**config.mk**
```make
export PLATFORM = sky130hd
export DESIGN_NAME = sdf_filter
export DESIGN_NICKNAME = d
export VERILOG_FILES = /design/src/sdf_pkg.sv /design/src/sdf_sinc3_core.sv /design/src/sdf_filter.sv
export VERILOG_INCLUDE_DIRS = /design/src /design/src/src
export SDC_FILE = /design/constraint.sdc
export NUM_CORES = 1
export LEC_CHECK = 0
export ABC_AREA = 1
export ABC_CLOCK_PERIOD_IN_PS = 24100
export BUFFER_PORTS_ARGS = -buffer_cell sky130_fd_sc_hd__buf_2
export CORE_ASPECT_RATIO = 1.5
export CORE_UTILIZATION = 60
export CTS_BUF_LIST = sky130_fd_sc_hd__clkbuf_8
export CTS_CLUSTER_SIZE = 24
export DETAILED_ROUTE_END_ITERATION = 8
export GPL_TIMING_DRIVEN = 0
export HOLD_SLACK_MARGIN = 0.12
export PLACE_DENSITY_LB_ADDON = 0.25
export SLEW_MARGIN = 15
export SYNTH_ARGS = -nofsm -noshare
export SYNTH_HDL_FRONTEND = slang
export SYNTH_HIERARCHICAL = 1
export SYNTH_SLANG_ARGS = --single-unit
```
**constraint.sdc**
```tcl
create_clock -name clock_i -period 24.1 [get_ports clock_i]
set_input_delay 4.82 -clock clock_i [delete_from_list [all_inputs] [get_ports clock_i]]
set_output_delay 4.82 -clock clock_i [all_outputs]
set_load 0.05 [all_outputs]
```
**src/sdf_consts.svh**
```systemverilog
/*
 Constants of the sigma-delta decimation filter: register offsets, field
 positions, reset values and settling counts.
 Assumes inclusion by the filter module; definitions only.
*/
`ifndef SDF_CONSTS_SVH
`define SDF_CONSTS_SVH

// register byte offsets on the APB port
`define SDF_OFF_CTRL      12'h000
`define SDF_OFF_STATUS    12'h004
`define SDF_OFF_DATA      12'h008
`define SDF_OFF_SETTLE    12'h00C

// control field positions
`define SDF_CTRL_DIV_LSB  0
`define SDF_CTRL_DRS_LSB  2
`define SDF_CTRL_HR_BIT   5
`define SDF_CTRL_EN_BIT   6
`define SDF_CTRL_RSY_BIT  7

// reset values
`define SDF_CTRL_RST      7'h0C
`define SDF_SAMPLE_RST    32'h0000_0000

// ratio exponents: high-rate ratio, base ratio, largest single sinc3 stage; fast-path conversion count
`define SDF_HR_LG         4'h6
`define SDF_BASE_LG       4'h7
`define SDF_S3_LG_MAX     4'hA
`define SDF_FAST_CONVS    2'h2

// settling counts in main-clock periods
`define SDF_SETTLE_TAIL   16'h0030
`define SDF_STAGE_FIXED   16'h0400
`define SDF_SETTLE_CAP    16'h8830

`endif

```
**src/sdf_pkg.sv**
```systemverilog
/*
 Types shared by the decimation filter modules.
 Assumes sdf_consts.svh is on the include path.
*/
package sdf_pkg;

   // settle tracking, gray coded along standby -> settling -> settled
   typedef enum logic [1:0] {
      st_standby  = 2'b00,
      st_settling = 2'b01,
      st_settled  = 2'b11
   } sdf_state_t;

   // software configuration carried as one word
   typedef struct packed {
      logic       enable;
      logic       high_rate;
      logic [2:0] decimation_ratio_select;
      logic [1:0] div_sel;
   } sdf_cfg_t;

endpackage : sdf_pkg

```
**src/sdf_sinc3_core.sv**
```systemverilog
/*
 Third-order sinc (CIC) core: three integrators on each modulator tick and
 three combs on each dump request.
 Assumes dump_i only coincides with tick_i and at most 1024 ticks per dump.
*/
`timescale 1ns/100ps

module sdf_sinc3_core
   import sdf_pkg::*;
(
   input  wire logic        clock_i,   // main clock
   input  wire logic        reset_n_i, // async reset, active low
   input  wire logic        clear_i,   // restart, empties the filter
   input  wire logic        tick_i,    // modulator tick
   input  wire logic        bit_i,     // modulator bit
   input  wire logic        dump_i,    // decimate at this tick
   output logic [30:0]      result_o,  // sinc3 word, full scale 2^(3*lg)
   output logic             valid_o    // one-cycle result strobe
);

   logic [30:0] i1_reg, i2_reg, i3_reg, d1_reg, d2_reg, d3_reg;
   logic [30:0] i1_next, i2_next, i3_next, d1_next, d2_next, d3_next;
   logic [30:0] res_reg, res_next, c1, c2;
   logic        val_reg, val_next;

   // integrators wrap on purpose; the combs undo the wrap exactly
   always_comb begin
      {i1_next, i2_next, i3_next} = {i1_reg, i2_reg, i3_reg};
      {d1_next, d2_next, d3_next} = {d1_reg, d2_reg, d3_reg};
      res_next = res_reg;
      val_next = 1'b0;
      c1 = 31'h0;
      c2 = 31'h0;
      if (clear_i) begin
         {i1_next, i2_next, i3_next} = 93'h0;
         {d1_next, d2_next, d3_next} = 93'h0;
      end else if (tick_i) begin
         i1_next = i1_reg + {30'h0, bit_i};
         i2_next = i2_reg + i1_next;
         i3_next = i3_reg + i2_next;
         if (dump_i) begin
            c1       = i3_next - d1_reg;
            c2       = c1 - d2_reg;
            res_next = c2 - d3_reg;
            d1_next  = i3_next;
            d2_next  = c1;
            d3_next  = c2;
            val_next = 1'b1;
         end
      end
   end

   // state registers
   always_ff @(posedge clock_i or negedge reset_n_i) begin
      if (!reset_n_i) begin
         {i1_reg, i2_reg, i3_reg} <= 93'h0;
         {d1_reg, d2_reg, d3_reg} <= 93'h0;
         res_reg <= 31'h0;
         val_reg <= 1'b0;
      end else begin
         {i1_reg, i2_reg, i3_reg} <= {i1_next, i2_next, i3_next};
         {d1_reg, d2_reg, d3_reg} <= {d1_next, d2_next, d3_next};
         res_reg <= res_next;
         val_reg <= val_next;
      end
   end

   assign result_o = res_reg;
   assign valid_o  = val_reg;

endmodule : sdf_sinc3_core

```
**src/sdf_filter.sv**
```systemverilog
/*
 Decimation filter for one delta-sigma channel, with APB registers.
 Assumes the modulator bit and resync arrive from outside this clock domain,
 and the gain/mux change strobe comes from logic on clock_i.
*/
// The address map and the APB interface to the registers were left to the implementer.
// What this block does
// - modulator tick comes from main clock by divider; one bit per tick
// - divider select 00/01/10/11 gives 2/4/8/12, default divide by 2
// - ratio select picks 128 to 16384 in binary steps
// - high-rate bit forces ratio 64 instead
// - output rate is modulator rate over the ratio
// - bitstream feeds sinc3 path and fast sinc1 path in parallel
// - after reset, outputs come from the fast sinc1 path
// - after two conversions, switch to sinc3 path until reset
// - ratios 64 to 1024 use sinc3 directly at full ratio
// - ratios 2048 up: sinc3 at 1024 then sinc1 by 2 to 16
// - nulls at multiples of output rate, from sinc averaging
// - enable, gain/mux change or resync restarts settling
// - unsettled samples are delivered, never suppressed
// - single-stage settling is 3 x ratio + 48 main clocks
// - cascaded settling is (2 x stage2 + 2) x 1024 + 48 clocks
`timescale 1ns/100ps
`include "sdf_consts.svh"

module sdf_filter
   import sdf_pkg::*;
#(
   parameter logic [15:0] SETTLE_CAP = `SDF_SETTLE_CAP // caps settling count
)(
   input  wire logic        clock_i,            // main clock input, 10 MHz
   input  wire logic        reset_n_i,          // async reset, active low
   input  wire logic        psel_i,             // APB select
   input  wire logic        penable_i,          // APB enable
   input  wire logic        pwrite_i,           // APB write
   input  wire logic [11:0] paddr_i,            // APB byte address
   input  wire logic [31:0] pwdata_i,           // APB write data
   output logic [31:0]      prdata_o,           // APB read data
   output logic             pready_o,           // APB ready
   output logic             pslverr_o,          // APB error, unmapped
   input  wire logic        mod_bit_i,          // modulator bitstream pin
   input  wire logic        resync_i,           // resync pin, rising edge
   input  wire logic        gain_mux_change_i,  // gain or mux changed pulse
   output logic [31:0]      sample_o,           // signed output word
   output logic             sample_valid_o,     // one-cycle sample strobe
   output logic             modulator_tick_o,   // modulator tick pulse
   output logic             sinc3_active_o,     // sinc3 path selected
   output logic             settled_o           // settling time elapsed
);

   function automatic logic [3:0] sdf_div_ratio(input logic [1:0] s);
      case (s)
         2'h0:    return 4'h2;
         2'h1:    return 4'h4;
         2'h2:    return 4'h8;
         default: return 4'hC;
      endcase
   endfunction : sdf_div_ratio

   function automatic logic [15:0] sdf_settle(input logic [3:0] lg);
      if (lg <= `SDF_S3_LG_MAX)
         return 16'h3 * (16'h1 << lg) + `SDF_SETTLE_TAIL;
      return ((16'h2 << (lg - `SDF_S3_LG_MAX)) + 16'h2) * `SDF_STAGE_FIXED
             + `SDF_SETTLE_TAIL;
   endfunction : sdf_settle

   // unipolar count of full scale 2^b to a signed 32-bit word
   function automatic logic [31:0] sdf_norm(input logic [35:0] v, input logic [5:0] b);
      logic [67:0] t;
      t = {32'h0, v};
      if (b <= 6'h1F) t = t << (6'h1F - b);
      else            t = t >> (b - 6'h1F);
      if (t >= 68'h0_8000_0000) return 32'h7FFF_FFFF;
      return t[31:0] - 32'h8000_0000;
   endfunction : sdf_norm

   sdf_cfg_t    ctrl_reg, ctrl_next;
   sdf_state_t  state_reg, state_next;
   logic [2:0]  bit_sy_reg, bit_sy_next, rsy_sy_reg, rsy_sy_next;
   logic        bit_reg, bit_next, rsy_reg, rsy_next, sw_rsy_reg, sw_rsy_next;
   logic [3:0]  div_cnt_reg, div_cnt_next;
   logic        tick_reg, tick_next;
   logic [13:0] phase_reg, phase_next, osr_m1, s3_mask;
   logic [14:0] fast_acc_reg, fast_acc_next, fast_hold_reg, fast_hold_next;
   logic [35:0] s1_acc_reg, s1_acc_next, acc_sum;
   logic        final_d_reg, final_d_next;
   logic [1:0]  conv_cnt_reg, conv_cnt_next;
   logic [15:0] settle_cnt_reg, settle_cnt_next, settle_load;
   logic [31:0] sample_reg, sample_next, prdata_reg, prdata_next, rd_word;
   logic        valid_reg, valid_next, sinc3_reg, sinc3_next, settled_reg, settled_next;
   logic        pready_reg, pready_next, pslverr_reg, pslverr_next;
   logic        restart, running, s3_dump, final_tick, s3_valid, en_prev_reg;
   logic        wr_go, rd_hit;
   logic [3:0]  lg, s3lg;
   logic [30:0] s3_result;

   // ratio exponent; high-rate bit overrides the ratio select
   assign lg   = ctrl_reg.high_rate ? `SDF_HR_LG
               : `SDF_BASE_LG + {1'b0, ctrl_reg.decimation_ratio_select};
   assign s3lg = (lg > `SDF_S3_LG_MAX) ? `SDF_S3_LG_MAX : lg;
   assign osr_m1  = 14'((15'h1 << lg) - 15'h1);
   assign s3_mask = 14'((15'h1 << s3lg) - 15'h1);
   assign settle_load = (sdf_settle(lg) > SETTLE_CAP) ? SETTLE_CAP : sdf_settle(lg);

   // restart events; ratio is trusted stable while running
   assign running    = (state_reg != st_standby);
   assign restart    = ctrl_reg.enable & (~en_prev_reg | sw_rsy_reg
                     | gain_mux_change_i | (rsy_next & ~rsy_reg));
   assign final_tick = running & tick_reg & (phase_reg == osr_m1);
   assign s3_dump    = running & tick_reg & ((phase_reg & s3_mask) == s3_mask);
   assign acc_sum    = s1_acc_reg + {5'h0, s3_result};

   // sinc3 path, runs beside the fast path on the same bits
   sdf_sinc3_core u_sinc3 (
      .clock_i   (clock_i),
      .reset_n_i (reset_n_i),
      .clear_i   (restart | ~running),
      .tick_i    (running & tick_reg),
      .bit_i     (bit_reg),
      .dump_i    (s3_dump),
      .result_o  (s3_result),
      .valid_o   (s3_valid)
   );

   // three-stage pin synchronisers; accept a change once stages 2 and 3 agree
   always_comb begin
      bit_sy_next = {bit_sy_reg[1:0], mod_bit_i};
      rsy_sy_next = {rsy_sy_reg[1:0], resync_i};
      bit_next    = (bit_sy_reg[1] == bit_sy_reg[2]) ? bit_sy_reg[2] : bit_reg;
      rsy_next    = (rsy_sy_reg[1] == rsy_sy_reg[2]) ? rsy_sy_reg[2] : rsy_reg;
   end

   // modulator tick divider, free running
   always_comb begin
      tick_next    = 1'b0;
      div_cnt_next = div_cnt_reg + 4'h1;
      if (div_cnt_reg >= sdf_div_ratio(ctrl_reg.div_sel) - 4'h1) begin
         div_cnt_next = 4'h0;
         tick_next    = 1'b1;
      end
   end

   // phase, fast sinc1 path, second sinc1 stage and output select
   always_comb begin
      phase_next     = phase_reg;
      fast_acc_next  = fast_acc_reg;
      fast_hold_next = fast_hold_reg;
      s1_acc_next    = s1_acc_reg;
      final_d_next   = final_tick;
      conv_cnt_next  = conv_cnt_reg;
      sample_next    = sample_reg;
      valid_next     = 1'b0;
      if (restart || !running) begin
         phase_next    = 14'h0;
         fast_acc_next = 15'h0;
         s1_acc_next   = 36'h0;
         final_d_next  = 1'b0;
      end else begin
         if (tick_reg) begin
            phase_next    = final_tick ? 14'h0 : phase_reg + 14'h1;
            fast_acc_next = final_tick ? 15'h0 : fast_acc_reg + {14'h0, bit_reg};
            if (final_tick)
               fast_hold_next = fast_acc_reg + {14'h0, bit_reg};
         end
         if (s3_valid)
            s1_acc_next = final_d_reg ? 36'h0 : acc_sum;
         if (final_d_reg) begin
            valid_next = 1'b1;
            if (conv_cnt_reg < `SDF_FAST_CONVS) begin
               sample_next   = sdf_norm({21'h0, fast_hold_reg}, {2'h0, lg});
               conv_cnt_next = conv_cnt_reg + 2'h1;
            end else
               sample_next = sdf_norm(acc_sum, 6'(3 * s3lg + (lg - s3lg)));
         end
      end
      sinc3_next = (conv_cnt_next == `SDF_FAST_CONVS);
   end

   // settle tracking; load on restart, never gates data
   always_comb begin
      state_next      = state_reg;
      settle_cnt_next = settle_cnt_reg;
      if (!ctrl_reg.enable) begin
         state_next      = st_standby;
         settle_cnt_next = 16'h0;
      end else if (restart) begin
         state_next      = st_settling;
         settle_cnt_next = settle_load;
      end else if (state_reg == st_settling) begin
         if (settle_cnt_reg <= 16'h1) begin
            state_next      = st_settled;
            settle_cnt_next = 16'h0;
         end else
            settle_cnt_next = settle_cnt_reg - 16'h1;
      end
      settled_next = (state_next == st_settled);
   end

   // APB slave: one wait state, write lands on the ready edge
   always_comb begin
      pready_next  = psel_i & penable_i & ~pready_reg;
      wr_go        = psel_i & penable_i & pready_reg & pwrite_i;
      rd_hit       = 1'b1;
      rd_word      = 32'h0;
      ctrl_next    = ctrl_reg;
      sw_rsy_next  = 1'b0;
      if (paddr_i == `SDF_OFF_CTRL)
         rd_word = {25'h0, ctrl_reg};
      else if (paddr_i == `SDF_OFF_STATUS)
         rd_word = {26'h0, state_reg, conv_cnt_reg, sinc3_reg, settled_reg};
      else if (paddr_i == `SDF_OFF_DATA)
         rd_word = sample_reg;
      else if (paddr_i == `SDF_OFF_SETTLE)
         rd_word = {16'h0, settle_cnt_reg};
      else
         rd_hit = 1'b0;
      if (wr_go && paddr_i == `SDF_OFF_CTRL) begin
         ctrl_next   = sdf_cfg_t'(pwdata_i[`SDF_CTRL_EN_BIT:`SDF_CTRL_DIV_LSB]);
         sw_rsy_next = pwdata_i[`SDF_CTRL_RSY_BIT];
      end
      prdata_next  = (pready_next && !pwrite_i) ? rd_word : prdata_reg;
      pslverr_next = pready_next & ~rd_hit;
   end

   // all state registers except the assertion helpers below
   always_ff @(posedge clock_i or negedge reset_n_i) begin
      if (!reset_n_i) begin
         ctrl_reg       <= sdf_cfg_t'(`SDF_CTRL_RST);
         state_reg      <= st_standby;
         {bit_sy_reg, rsy_sy_reg} <= 6'h0;
         {bit_reg, rsy_reg, sw_rsy_reg, en_prev_reg} <= 4'h0;
         div_cnt_reg    <= 4'h0;
         tick_reg       <= 1'b0;
         phase_reg      <= 14'h0;
         fast_acc_reg   <= 15'h0;
         fast_hold_reg  <= 15'h0;
         s1_acc_reg     <= 36'h0;
         final_d_reg    <= 1'b0;
         conv_cnt_reg   <= 2'h0;
         settle_cnt_reg <= 16'h0;
         sample_reg     <= `SDF_SAMPLE_RST;
         {valid_reg, sinc3_reg, settled_reg} <= 3'h0;
         prdata_reg     <= 32'h0;
         {pready_reg, pslverr_reg} <= 2'h0;
      end else begin
         ctrl_reg       <= ctrl_next;
         state_reg      <= state_next;
         {bit_sy_reg, rsy_sy_reg} <= {bit_sy_next, rsy_sy_next};
         {bit_reg, rsy_reg, sw_rsy_reg, en_prev_reg} <=
            {bit_next, rsy_next, sw_rsy_next, ctrl_reg.enable};
         div_cnt_reg    <= div_cnt_next;
         tick_reg       <= tick_next;
         phase_reg      <= phase_next;
         fast_acc_reg   <= fast_acc_next;
         fast_hold_reg  <= fast_hold_next;
         s1_acc_reg     <= s1_acc_next;
         final_d_reg    <= final_d_next;
         conv_cnt_reg   <= conv_cnt_next;
         settle_cnt_reg <= settle_cnt_next;
         sample_reg     <= sample_next;
         {valid_reg, sinc3_reg, settled_reg} <= {valid_next, sinc3_next, settled_next};
         prdata_reg     <= prdata_next;
         {pready_reg, pslverr_reg} <= {pready_next, pslverr_next};
      end
   end

   assign prdata_o         = prdata_reg;
   assign pready_o         = pready_reg;
   assign pslverr_o        = pslverr_reg;
   assign sample_o         = sample_reg;
   assign sample_valid_o   = valid_reg;
   assign modulator_tick_o = tick_reg;
   assign sinc3_active_o   = sinc3_reg;
   assign settled_o        = settled_reg;

   // helpers: clocks between ticks, ticks between samples
   logic [3:0]  gap_reg;
   logic        gap_ok_reg, tk_ok_reg;
   logic [14:0] tk_reg;
   always_ff @(posedge clock_i or negedge reset_n_i) begin
      if (!reset_n_i) begin
         gap_reg    <= 4'h0;
         gap_ok_reg <= 1'b0;
         tk_reg     <= 15'h0;
         tk_ok_reg  <= 1'b0;
      end else begin
         gap_reg    <= tick_reg ? 4'h0 : gap_reg + 4'h1;
         gap_ok_reg <= (ctrl_next.div_sel != ctrl_reg.div_sel) ? 1'b0
                     : (tick_reg ? 1'b1 : gap_ok_reg);
         tk_reg     <= valid_reg ? {14'h0, tick_reg} : tk_reg + {14'h0, tick_reg};
         tk_ok_reg  <= (restart || !running) ? 1'b0 : (valid_reg ? 1'b1 : tk_ok_reg);
      end
   end
endmodule : sdf_filter

```
# --- Yosys cells after proc, flatten, opt, wreduce, memory -nomap -nowiden ---
# Index checks and enable logic that the tools add are counted.
word_totals:
  output_inout_bits: 70
  in_bits: 52
  mem_bits_rw: 0
  wordCells: 211
  romBits: 0
  latchBits: 0
  regBits: 410
  mem_count: 0
classes:
  addsub: 27
  mul: 2
  order_cmp: 9
  div: 0
  shift: 7
  eq_ne: 13
  n_bitwise: 22
  n_mux: 80
  reduce_logical: 16
ops:
  columns: ["cell", "n"]
  rows:
  - ["$mux W68", 7]
  - ["$mux W31", 15]
  - ["$mux W32", 8]
  - ["$ge A68 B32 Y1 const B", 2]
  - ["$mux W16", 8]
  - ["$mux W36", 3]
  - ["$sub A31 B31 Y31", 3]
  - ["$shl A15 B6 Y68", 1]
  - ["$shl A36 B6 Y68", 1]
  - ["$shr A36 B6 Y68", 1]
  - ["$sub A32 B32 Y32 const B", 2]
  - ["$add A31 B31 Y31", 2]
  - ["$mux W15", 3]
  - ["$mux W14", 3]
  - ["$add A36 B31 Y36", 1]
  - ["$add A16 B6 Y16 const B", 2]
  - ["$add A31 B1 Y31", 1]
  - ["$eq A14 B14 Y1", 2]
  - ["$shl A1 B4 Y14 const A", 2]
  - ["$sub A14 B1 Y14 const B", 2]
  - ["$eq A12 B4 Y1 const B", 2]
  - ["$mux W1", 22]
  - ["$gt A16 B16 Y1 const B", 1]
  - ["$le A16 B1 Y1 const B", 1]
  - ["43 further kinds", 81]

# --- Logic depth before layout (Yosys ltp) ---
# Gate-level depths: netlist (run 1).
depth:
  depth_word: 19
  mapped_depth: 58

# --- By module ---
# The synthesis (run 1) kept the hierarchy.
modules_own_cells:
  columns: ["module", "seq_area_each_um2", "area_per_inst_um2", "cells_per_inst", "instances"]
  rows:
  - ["sdf_filter", 4807.1, 18564.1, 2898, 1]
  - ["sdf_sinc3_core", 5455.2, 16358.2, 2142, 1]

# --- Least setup slack after synthesis (run 1) ---
# No wires, ideal clock.
synth_path:
  kind: "flip-flop to flip-flop"
  from: "reg bit_reg"
  to: "reg u_sinc3.res_reg[30] (netlist: u_sinc3/result_o[30])"
  t_required_ns: 23.977
  arrival_time_ns: 7.528
  synth_period_minus_slack_ns: 7.652
  path_stages_with_launch: 51
  path_buffers: 0
  path_slack_ns: 16.448
  path_cell_list: "dfrtp_1 ha_1 ha_1 nand2_1 nor2_1 xor2_1 inv_1 ha_1 a21oi_1 o21ai_1 a21oi_1 o21ai_1 a21boi_2 o21ai_0 a211oi_1 o21bai_1 xnor2_1 inv_1 [15 not listed] xor2_1 ha_1 a21oi_1 o21ai_0 a21oi_1 xor2_1 inv_1 ha_1 inv_1 nor3_1 inv_1 nor3_1 nand3_1 nand2_1 xor2_1 inv_1 nand4_1 nand3_2"
synth_via:
  elab_chain_cells: 6
synth_lines:
  columns: ["element", "line_no", "rtl"]
  rows:
  - ["start, declared", "sdf_filter.sv:80", "logic bit_reg, bit_next, rsy_reg, rsy_next, sw_rsy_reg, sw_rsy_next;"]
  - ["start signal, assigned", "sdf_filter.sv:249", "{bit_reg, rsy_reg, sw_rsy_reg, en_prev_reg} <="]
  - ["$add A31 B1 Y31", "sdf_sinc3_core.sv:38", "i1_next = i1_reg + {30'h0, bit_i};"]
  - ["$add A31 B31 Y31", "sdf_sinc3_core.sv:39", "i2_next = i2_reg + i1_next;"]
  - ["$add A31 B31 Y31", "sdf_sinc3_core.sv:40", "i3_next = i3_reg + i2_next;"]
  - ["$sub A31 B31 Y31", "sdf_sinc3_core.sv:42", "c1 = i3_next - d1_reg;"]
  - ["$sub A31 B31 Y31", "sdf_sinc3_core.sv:43", "c2 = c1 - d2_reg;"]
  - ["$sub A31 B31 Y31", "sdf_sinc3_core.sv:44", "res_next = c2 - d3_reg;"]
  - ["end signal, assigned", "sdf_sinc3_core.sv:63", "res_reg <= res_next;"]
  - ["end, declared", "sdf_sinc3_core.sv:23", "logic [30:0] res_reg, res_next, c1, c2;"]
# No other way between the ends.
# A chain may end at the register's enable or synchronous reset.

# --- Final worst setup path (run 1) ---
# Same ends and word-level chain as after synthesis.

==> qor.yml, run 1 <==
drt:
  post_drt_wl_per_cell_um: 18.82
  drt_iter0_markers: 2152
  via_count: 35034
  vias_per_cell: 5.803
  drtAntennaViolNets: 0
  drc: 0
  wirelength_mm: 113.6
  first_pass_iters: 6
grt:
  grt_pass1_wl_mm: 178.7
  antenna_found_initial: 1
  grt.total_usage_pct: 38.54
  grt_start_max_net_pins: 103
  first_global_vias: 34426
  grt.overflow.total: 0
clocking:
  numCtsBuffers: 69
  h-tree-depth: 3
  cts-root-buf: "clkbuf_8"
  postCtsHoldBufs: 0
  cts.sinks: 410
  cts_tree: "done"
  cts_buffer_depth: 3
  cts_setup_buffers: 0
  clk_pin_slew_ns: 0.07
  ctsResizeCount: 0
  clk_latency_ns: 0.68
timing:
  fin_setup_tns_ns: 0
  slew-limit-headroom_pct: 23.99
  finalMaxSlewViolations: 0
  timing.fmax_ghz: 0.09502
  report.final.hold_viol_count: 0
  fin_crit_ns: 10.52
  setup_viol: 0
  finClkSkew_ns: 0.02595
  hold_slack_ns: 0.3587
  rsz0062_at_grt: "no"
  tightest_slew_ns: 1.130
  post-route-period-util_pct: 43.67
final_layout:
  area_growth_pct: 8.577
  largest_reg_flops: 36
  drive_above_1_share_pct: 7.946
  nets: 5545
  stdcell_count: 6037
setup_path:
  cpMaxStageDelayCell: "xor2_1"
  arrival_ns: 11.08
  cp-startpoint: "bit_reg"
  crit_top_cell: "inv_1"
  r2r_start: "bit_reg"
  cp_max_fo: 6
  cp.required_ns: 24.65
  worstSetupStartpointType: "register"
  worst_setup_path_end_kind: "register"
  worstSetupPathType: "reg2reg"
  max_stage_delay_ns: 0.80
synthesis:
  synthesis.area_sq_um: 34920
  ys_seq_elements: 410
  synth_seq_area_share_pct: 29.39
  synthArstFlopShare_pct: 100.0
  yosysUniqueCellTypes: 81
  ys_warn_count: 6
  syn_area_per_cell_sq_um: 6.929
  ys.flop_type: "dfrtp_1"
  synthesis.instances: 5040
  synth_edf_count: 0
power_and_ir_drop:
  p_switching_uw: 1984
  seq_power_share_pct: 18.2
  power_uw: 3940
  worst_ir_drop_vdd_mv: 0.3535
  pwr-share-clk_pct: 16.4
  internal_power_uw: 1955
  sw_frac_of_total_pct: 50.37
  p_per_area_nw_per_um2: 103.9
  pwr-share-comb_pct: 65.4
  leakage_uw: 0.01973
floorplanning:
  initial_utilization_pct: 61.09
  fp.dieW_um: 199.0
  ios: 122
  die_area_sq_um: 59190
  coreArea_sq_um: 57170
  die_h_um: 297.5
  core.rowCount: 107
worst_hold_path:
  min-delay-start: "bit_sy_reg[0]"
  hp-class: "reg2reg"
flow_run:
  max_cap_viol_count: 0
placed_design:
  dpl.hpwl_mm: 91.42
  placedCellCount: 5915
  place.gp.congestion: 1.045
  portBuffers: 97
run_status:
  status: "complete, no violations"
-- critical path: cells and delay by family (launching register included) --
family | cells | cell delay (ns)
adders and majority gates | 7 | 2.20
buffers and inverters | 11 | 0.96
AOI/OAI and AO/OA | 9 | 1.58
DFF | 1 | 0.40
and+or+nand+nor | 22 | 2.85
xor gates and xnor gates | 6 | 2.36
-- cell usage in the layout, fill, tap and decap left out, drive strengths merged, types with 13 or more instances in the layout --
cell / instances
a21boi: 34
a21oi: 281
a22o: 30
a31oi: 33
buf: 161
clkbuf: 169
clkinv: 16
conb: 13
dfrtp: 408
ha: 259
inv: 741
nand2: 1308
nand3: 468
nand4: 36
nor2: 321
nor3: 65
nor4: 16
o211ai: 32
o21ai: 360
o21bai: 14
o221ai: 16
o22ai: 128
o31ai: 15
or2: 16
xnor2: 70
xor2: 155
-- through the flow --
stage / instance area [sq um] / util [%] / worst slack, ns
2_1_floorplan: 34960 / - / 16.45
3_3_place_gp: 36400 / 63.68 / 9.970
3_5_place_dp: 36520 / 63.89 / 14.06
4_1_cts: 37920 / 66.32 / 14.00
5_1_grt: 37920 / 66.33 / 12.88
6_report: 37920 / 66.33 / 13.58
-- power groups by stage --
stage / Sequential, uW / Combinational (uW) / Clock [uW]
global route: 718 / 2840 / 687
CTS: 716 / 2520 / 659
detailed placement: 728 / 2510 / 0
global placement: 728 / 2470 / 0
floorplan: 736 / 1910 / 0
finish: 716 / 2580 / 648
-- Yosys cell counts (11+ instances only) --
cell type,n,share of area (%)
nor2_2,11,0.20
xnor2_1,69,1.7
nand4_1,36,0.64
o21ai_1,35,0.50
o21ai_2,14,0.35
o31ai_1,14,0.30
nand2_2,29,0.52
nand3_2,25,0.72
nor3_1,61,0.87
fa_1,11,0.63
or2_2,14,0.25
buf_1,23,0.25
o21a_1,12,0.26
o22ai_1,127,2.3
ha_1,259,9.3
buf_2,32,0.46
o211ai_1,32,0.69
nor4_1,15,0.27
a22o_1,30,0.75
a21oi_1,278,4.0
a31oi_1,32,0.57
nand3_1,442,6.3
o221ai_1,16,0.40
nand2_1,1276,14
nor2_1,300,3.2
o21bai_1,14,0.30
o21ai_0,311,4.5
a21boi_2,22,0.71
xor2_1,153,3.8
inv_1,697,7.5
dfrtp_1,408,29
inv_2,24,0.26
clkbuf_1,89,0.96
-- logic make-up (layout without fill, tap and decap cells) --
kind of cell | count (synthesis) | in the layout | synth area share (%)
buffers and inverters | 873 | 1095 | 9.656
DFF | 410 | 410 | 29.39
and+or+nand+nor | 2249 | 2249 | 27.89
muxes | 3 | 3 | 0.08957
adders and majority gates | 272 | 272 | 9.967
AOI/OAI and AO/OA | 1006 | 1006 | 17.28
xor gates and xnor gates | 225 | 225 | 5.707
other | 2 | 14 | 0.02150
-- final timing paths --
kind	endpoint	cells after the start	slack [ns]
min reg2reg	bit_sy_reg[1]	0	0.36
min	bit_sy_reg[1]	0	0.36
max reg2reg	u_sinc3/result_o[30]	55	13.58
min in group asynchronous	s1_acc_reg[32]	1	4.07
max	u_sinc3/result_o[30]	55	13.58
max in group asynchronous	phase_reg[8]	3	18.82
-- per-layer routing --
| layer | wire length, um | vias to the layer above | part of all wire, % | track usage, % |
|---|---|---|---|---|
| met5 | 0 | - | 0 | 0 |
| met4 | 9809 | 0 | 8.6 | 29.80 |
| met3 | 5701 | 451 | 5.0 | 4.977 |
| met2 | 56250 | 1256 | 50 | 67.97 |
| met1 | 41840 | 16219 | 37 | 41.17 |
| li1 | - | 17108 | - | - |
-- final cells by class --
| class | count | area (sq um) |
|---|---|---|
| Antenna cell | 1 | 2.502 |
| Buffer | 149 | 654.4 |
| Clock buffer | 80 | 1101 |
| Clock inverter | 41 | 290.3 |
| Fill cell | 5317 | 19250 |
| Inverter | 724 | 2718 |
| Multi-Input combinational cell | 3768 | 21330 |
| Sequential cell | 410 | 10260 |
| Tap cell | 763 | 954.7 |
| Timing Repair Buffer | 101 | 605.6 |
Power figures use the tool's default switching activity.
==> run 2, diff against run 1 <==
- ABC_CLOCK_PERIOD_IN_PS: 24100 -> 10900
- clock period: 24.1 -> 10.9 ns (I/O delays scaled with it)
==> qor.yml, run 2 (same netlist as run 1, synthesis figures left out) <==
timing:
  fin_crit_ns: 10.12  # -0.4014 ns
  finalMaxSlewViolations: 0  # unchanged
  finClkSkew_ns: 0.02616  # +0.0002042 ns
  fin_setup_tns_ns: 0  # unchanged
  tightest_slew_ns: 1.135  # +0.005030 ns
  timing.fmax_ghz: 0.09879  # +4.0%
  setup_ws_ns: 0.7776  # -12.80 ns
  setup_viol: 0  # unchanged
  report.final.hold_viol_count: 0  # unchanged
  rsz0062_at_grt: "no"
  post-route-period-util_pct: 92.87  # +49 points
  slew-limit-headroom_pct: 23.66  # -0.34 points
run_status:
  status: "complete, no violations"
worst_hold_path:
  hp-class: "reg2reg"
  min-delay-start: "bit_sy_reg[0]"
  hold_depth: 0  # unchanged
  hold_end: "bit_sy_reg[1]"
grt:
  grt.total_usage_pct: 38.54  # unchanged
  antenna_found_initial: 1  # unchanged
  first_global_vias: 34426  # unchanged
  grt_pass1_wl_mm: 178.7  # unchanged
  grt_start_max_net_pins: 103  # unchanged
  grt.overflow.total: 0  # unchanged
setup_path:
  worstSetupStartpointType: "register"
  worst_setup_path_end_kind: "register"
  r2r_end: "u_sinc3/result_o[30]"
  cpMaxStageDelayCell: "xor2_2"
  cp.required_ns: 11.45  # -13.20 ns
  worstSetupPathType: "reg2reg"
  r2r_start: "bit_reg"
  cp_max_fo: 5  # -1
  r2r_slack_ns: 0.78  # -12.80 ns
  arrival_ns: 10.67  # -0.41 ns
  max_stage_delay_ns: 0.51  # -0.29 ns
  reg2regPathDepth: 50  # -9.1%
  crit_top_cell: "inv_1"
flow_run:
  max_cap_viol_count: 0  # unchanged
clocking:
  clk_pin_slew_ns: 0.07  # about the same
  h-tree-depth: 3  # unchanged
  clk_latency_ns: 0.68  # about the same
  cts_tree: "done"
  numCtsBuffers: 69  # unchanged
  cts-root-buf: "clkbuf_8"
  cts_buffer_depth: 3  # unchanged
  cts.sinks: 410  # unchanged
placed_design:
  detailed_place.area_sq_um: 36520  # unchanged
  post-place-ws_ns: 0.8578  # -13.20 ns
  portBuffers: 97  # unchanged
  dpl.hpwl_mm: 91.42  # unchanged
  place.gp.congestion: 1.045  # unchanged
final_layout:
  final_util_pct: 66.37  # about the same
  drive_above_1_share_pct: 8.003  # +0.057 points
  area_growth_pct: 8.642  # about the same
  fin_area_sq_um: 37940  # about the same
  largest_reg_flops: 36  # unchanged
  nets: 5545  # unchanged
  final_cell_mix: "1,276 x nand2_1, 713 x inv_1, 442 x nand3_1"
  final_common_cell: "nand2_1"
drt:
  first_pass_iters: 7  # +1
  post_drt_wl_per_cell_um: 18.82  # about the same
  routed-wl-met3_mm: 5.505  # -3.4%
  met2WireLength_mm: 56.40  # +0.26%
  wirelength_mm: 113.6  # about the same
  drtAntennaViolNets: 0  # unchanged
  route.layer.met1.wl_mm: 41.97  # +0.32%
  drc: 0  # unchanged
  top_layer: "met4"
  via_count: 35003  # -0.088%
  vias_per_cell: 5.798  # about the same
  drt_iter0_markers: 2162  # +0.46%
floorplanning:
  fp.dieW_um: 199.0  # unchanged
  coreArea_sq_um: 57170  # unchanged
  die_h_um: 297.5  # unchanged
  initial_utilization_pct: 61.09  # unchanged
  ios: 122  # unchanged
  core.rowCount: 107  # unchanged
  die_area_sq_um: 59190  # unchanged
power_and_ir_drop:
  p_per_area_nw_per_um2: 229.6  # +120%
  power_uw: 8712  # +120%
  leakage_uw: 0.01973  # about the same
  worst_ir_drop_vdd_mv: 0.7816  # +120%
-- run 2: repair_timing --
action                                  in CTS  in global routing
endpoints found under the setup margin       0                  1
buffers inserted                             0                  0
resized for setup                            0                  3
hold buffers                                 0                  0
-- run 2: how the worst max path moves through the flow --
stage / startpoint / to / slack [ns] / depth (start not counted)
floorplan: bit_reg / u_sinc3/result_o[30] / 3.25 / 50
finish: bit_reg / u_sinc3/result_o[30] / 0.78 / 50
global route: bit_reg / u_sinc3/result_o[30] / 0.14 / 55
CTS: bit_reg / u_sinc3/result_o[30] / 0.80 / 54
global placement: reset_n_i / u_sinc3/d1_reg[27] / -0.59 / 1
detailed placement: bit_reg / u_sinc3/result_o[30] / 0.86 / 54
-- run 2: layout make-up --
class / count / area (sq um)
diodes: 1 / 2.502
plain buffers: 149 / 654.4
clock buffers: 80 / 1101
clock inverters: 41 / 290.3
fillers: 5312 / 19230
inverters: 724 / 2718
multi-input cells: 3768 / 21350
flip-flops and latches: 410 / 10260
well taps: 763 / 954.7
repair buffers: 101 / 605.6
-- run 2: layer usage --
| layer | GRT usage [%] | vias up |
|---|---|---|
| met4 | 29.80 | 0 |
| met2 | 67.97 | 1218 |
| met5 | 0 | - |
| met1 | 41.17 | 16263 |
| met3 | 4.977 | 434 |
| li1 | - | 17088 |
-- run 2: stage by stage --
step / hold WS (ns) / std cells
detailed placement: 0.3370 / 5915
global placement: 0.3326 / 5911
global route: 0.3828 / 6037
floorplan: 0.3312 / 5051
finish: 0.3595 / 6037
CTS: 0.3606 / 6036
-- run 2: report_power, final --
| group | switching, uW | total, uW | internal [uW] |
|---|---|---|---|
| clock | 684 | 1430 | 749 |
| combinational | 3670 | 5700 | 2020 |
| sequential | 27.7 | 1580 | 1560 |
| total | 4390 | 8710 | 4320 |
-- run 2: worst max-delay path: cells and delay by family, from the launching register on --
| family | cells | cell delay [ns] |
|---|---|---|
| compound gates | 15 | 3.10 |
| xor+xnor | 5 | 1.47 |
| fa+ha+maj | 7 | 2.20 |
| buf+inv | 8 | 0.76 |
| flops | 1 | 0.40 |
| simple gates | 15 | 2.01 |
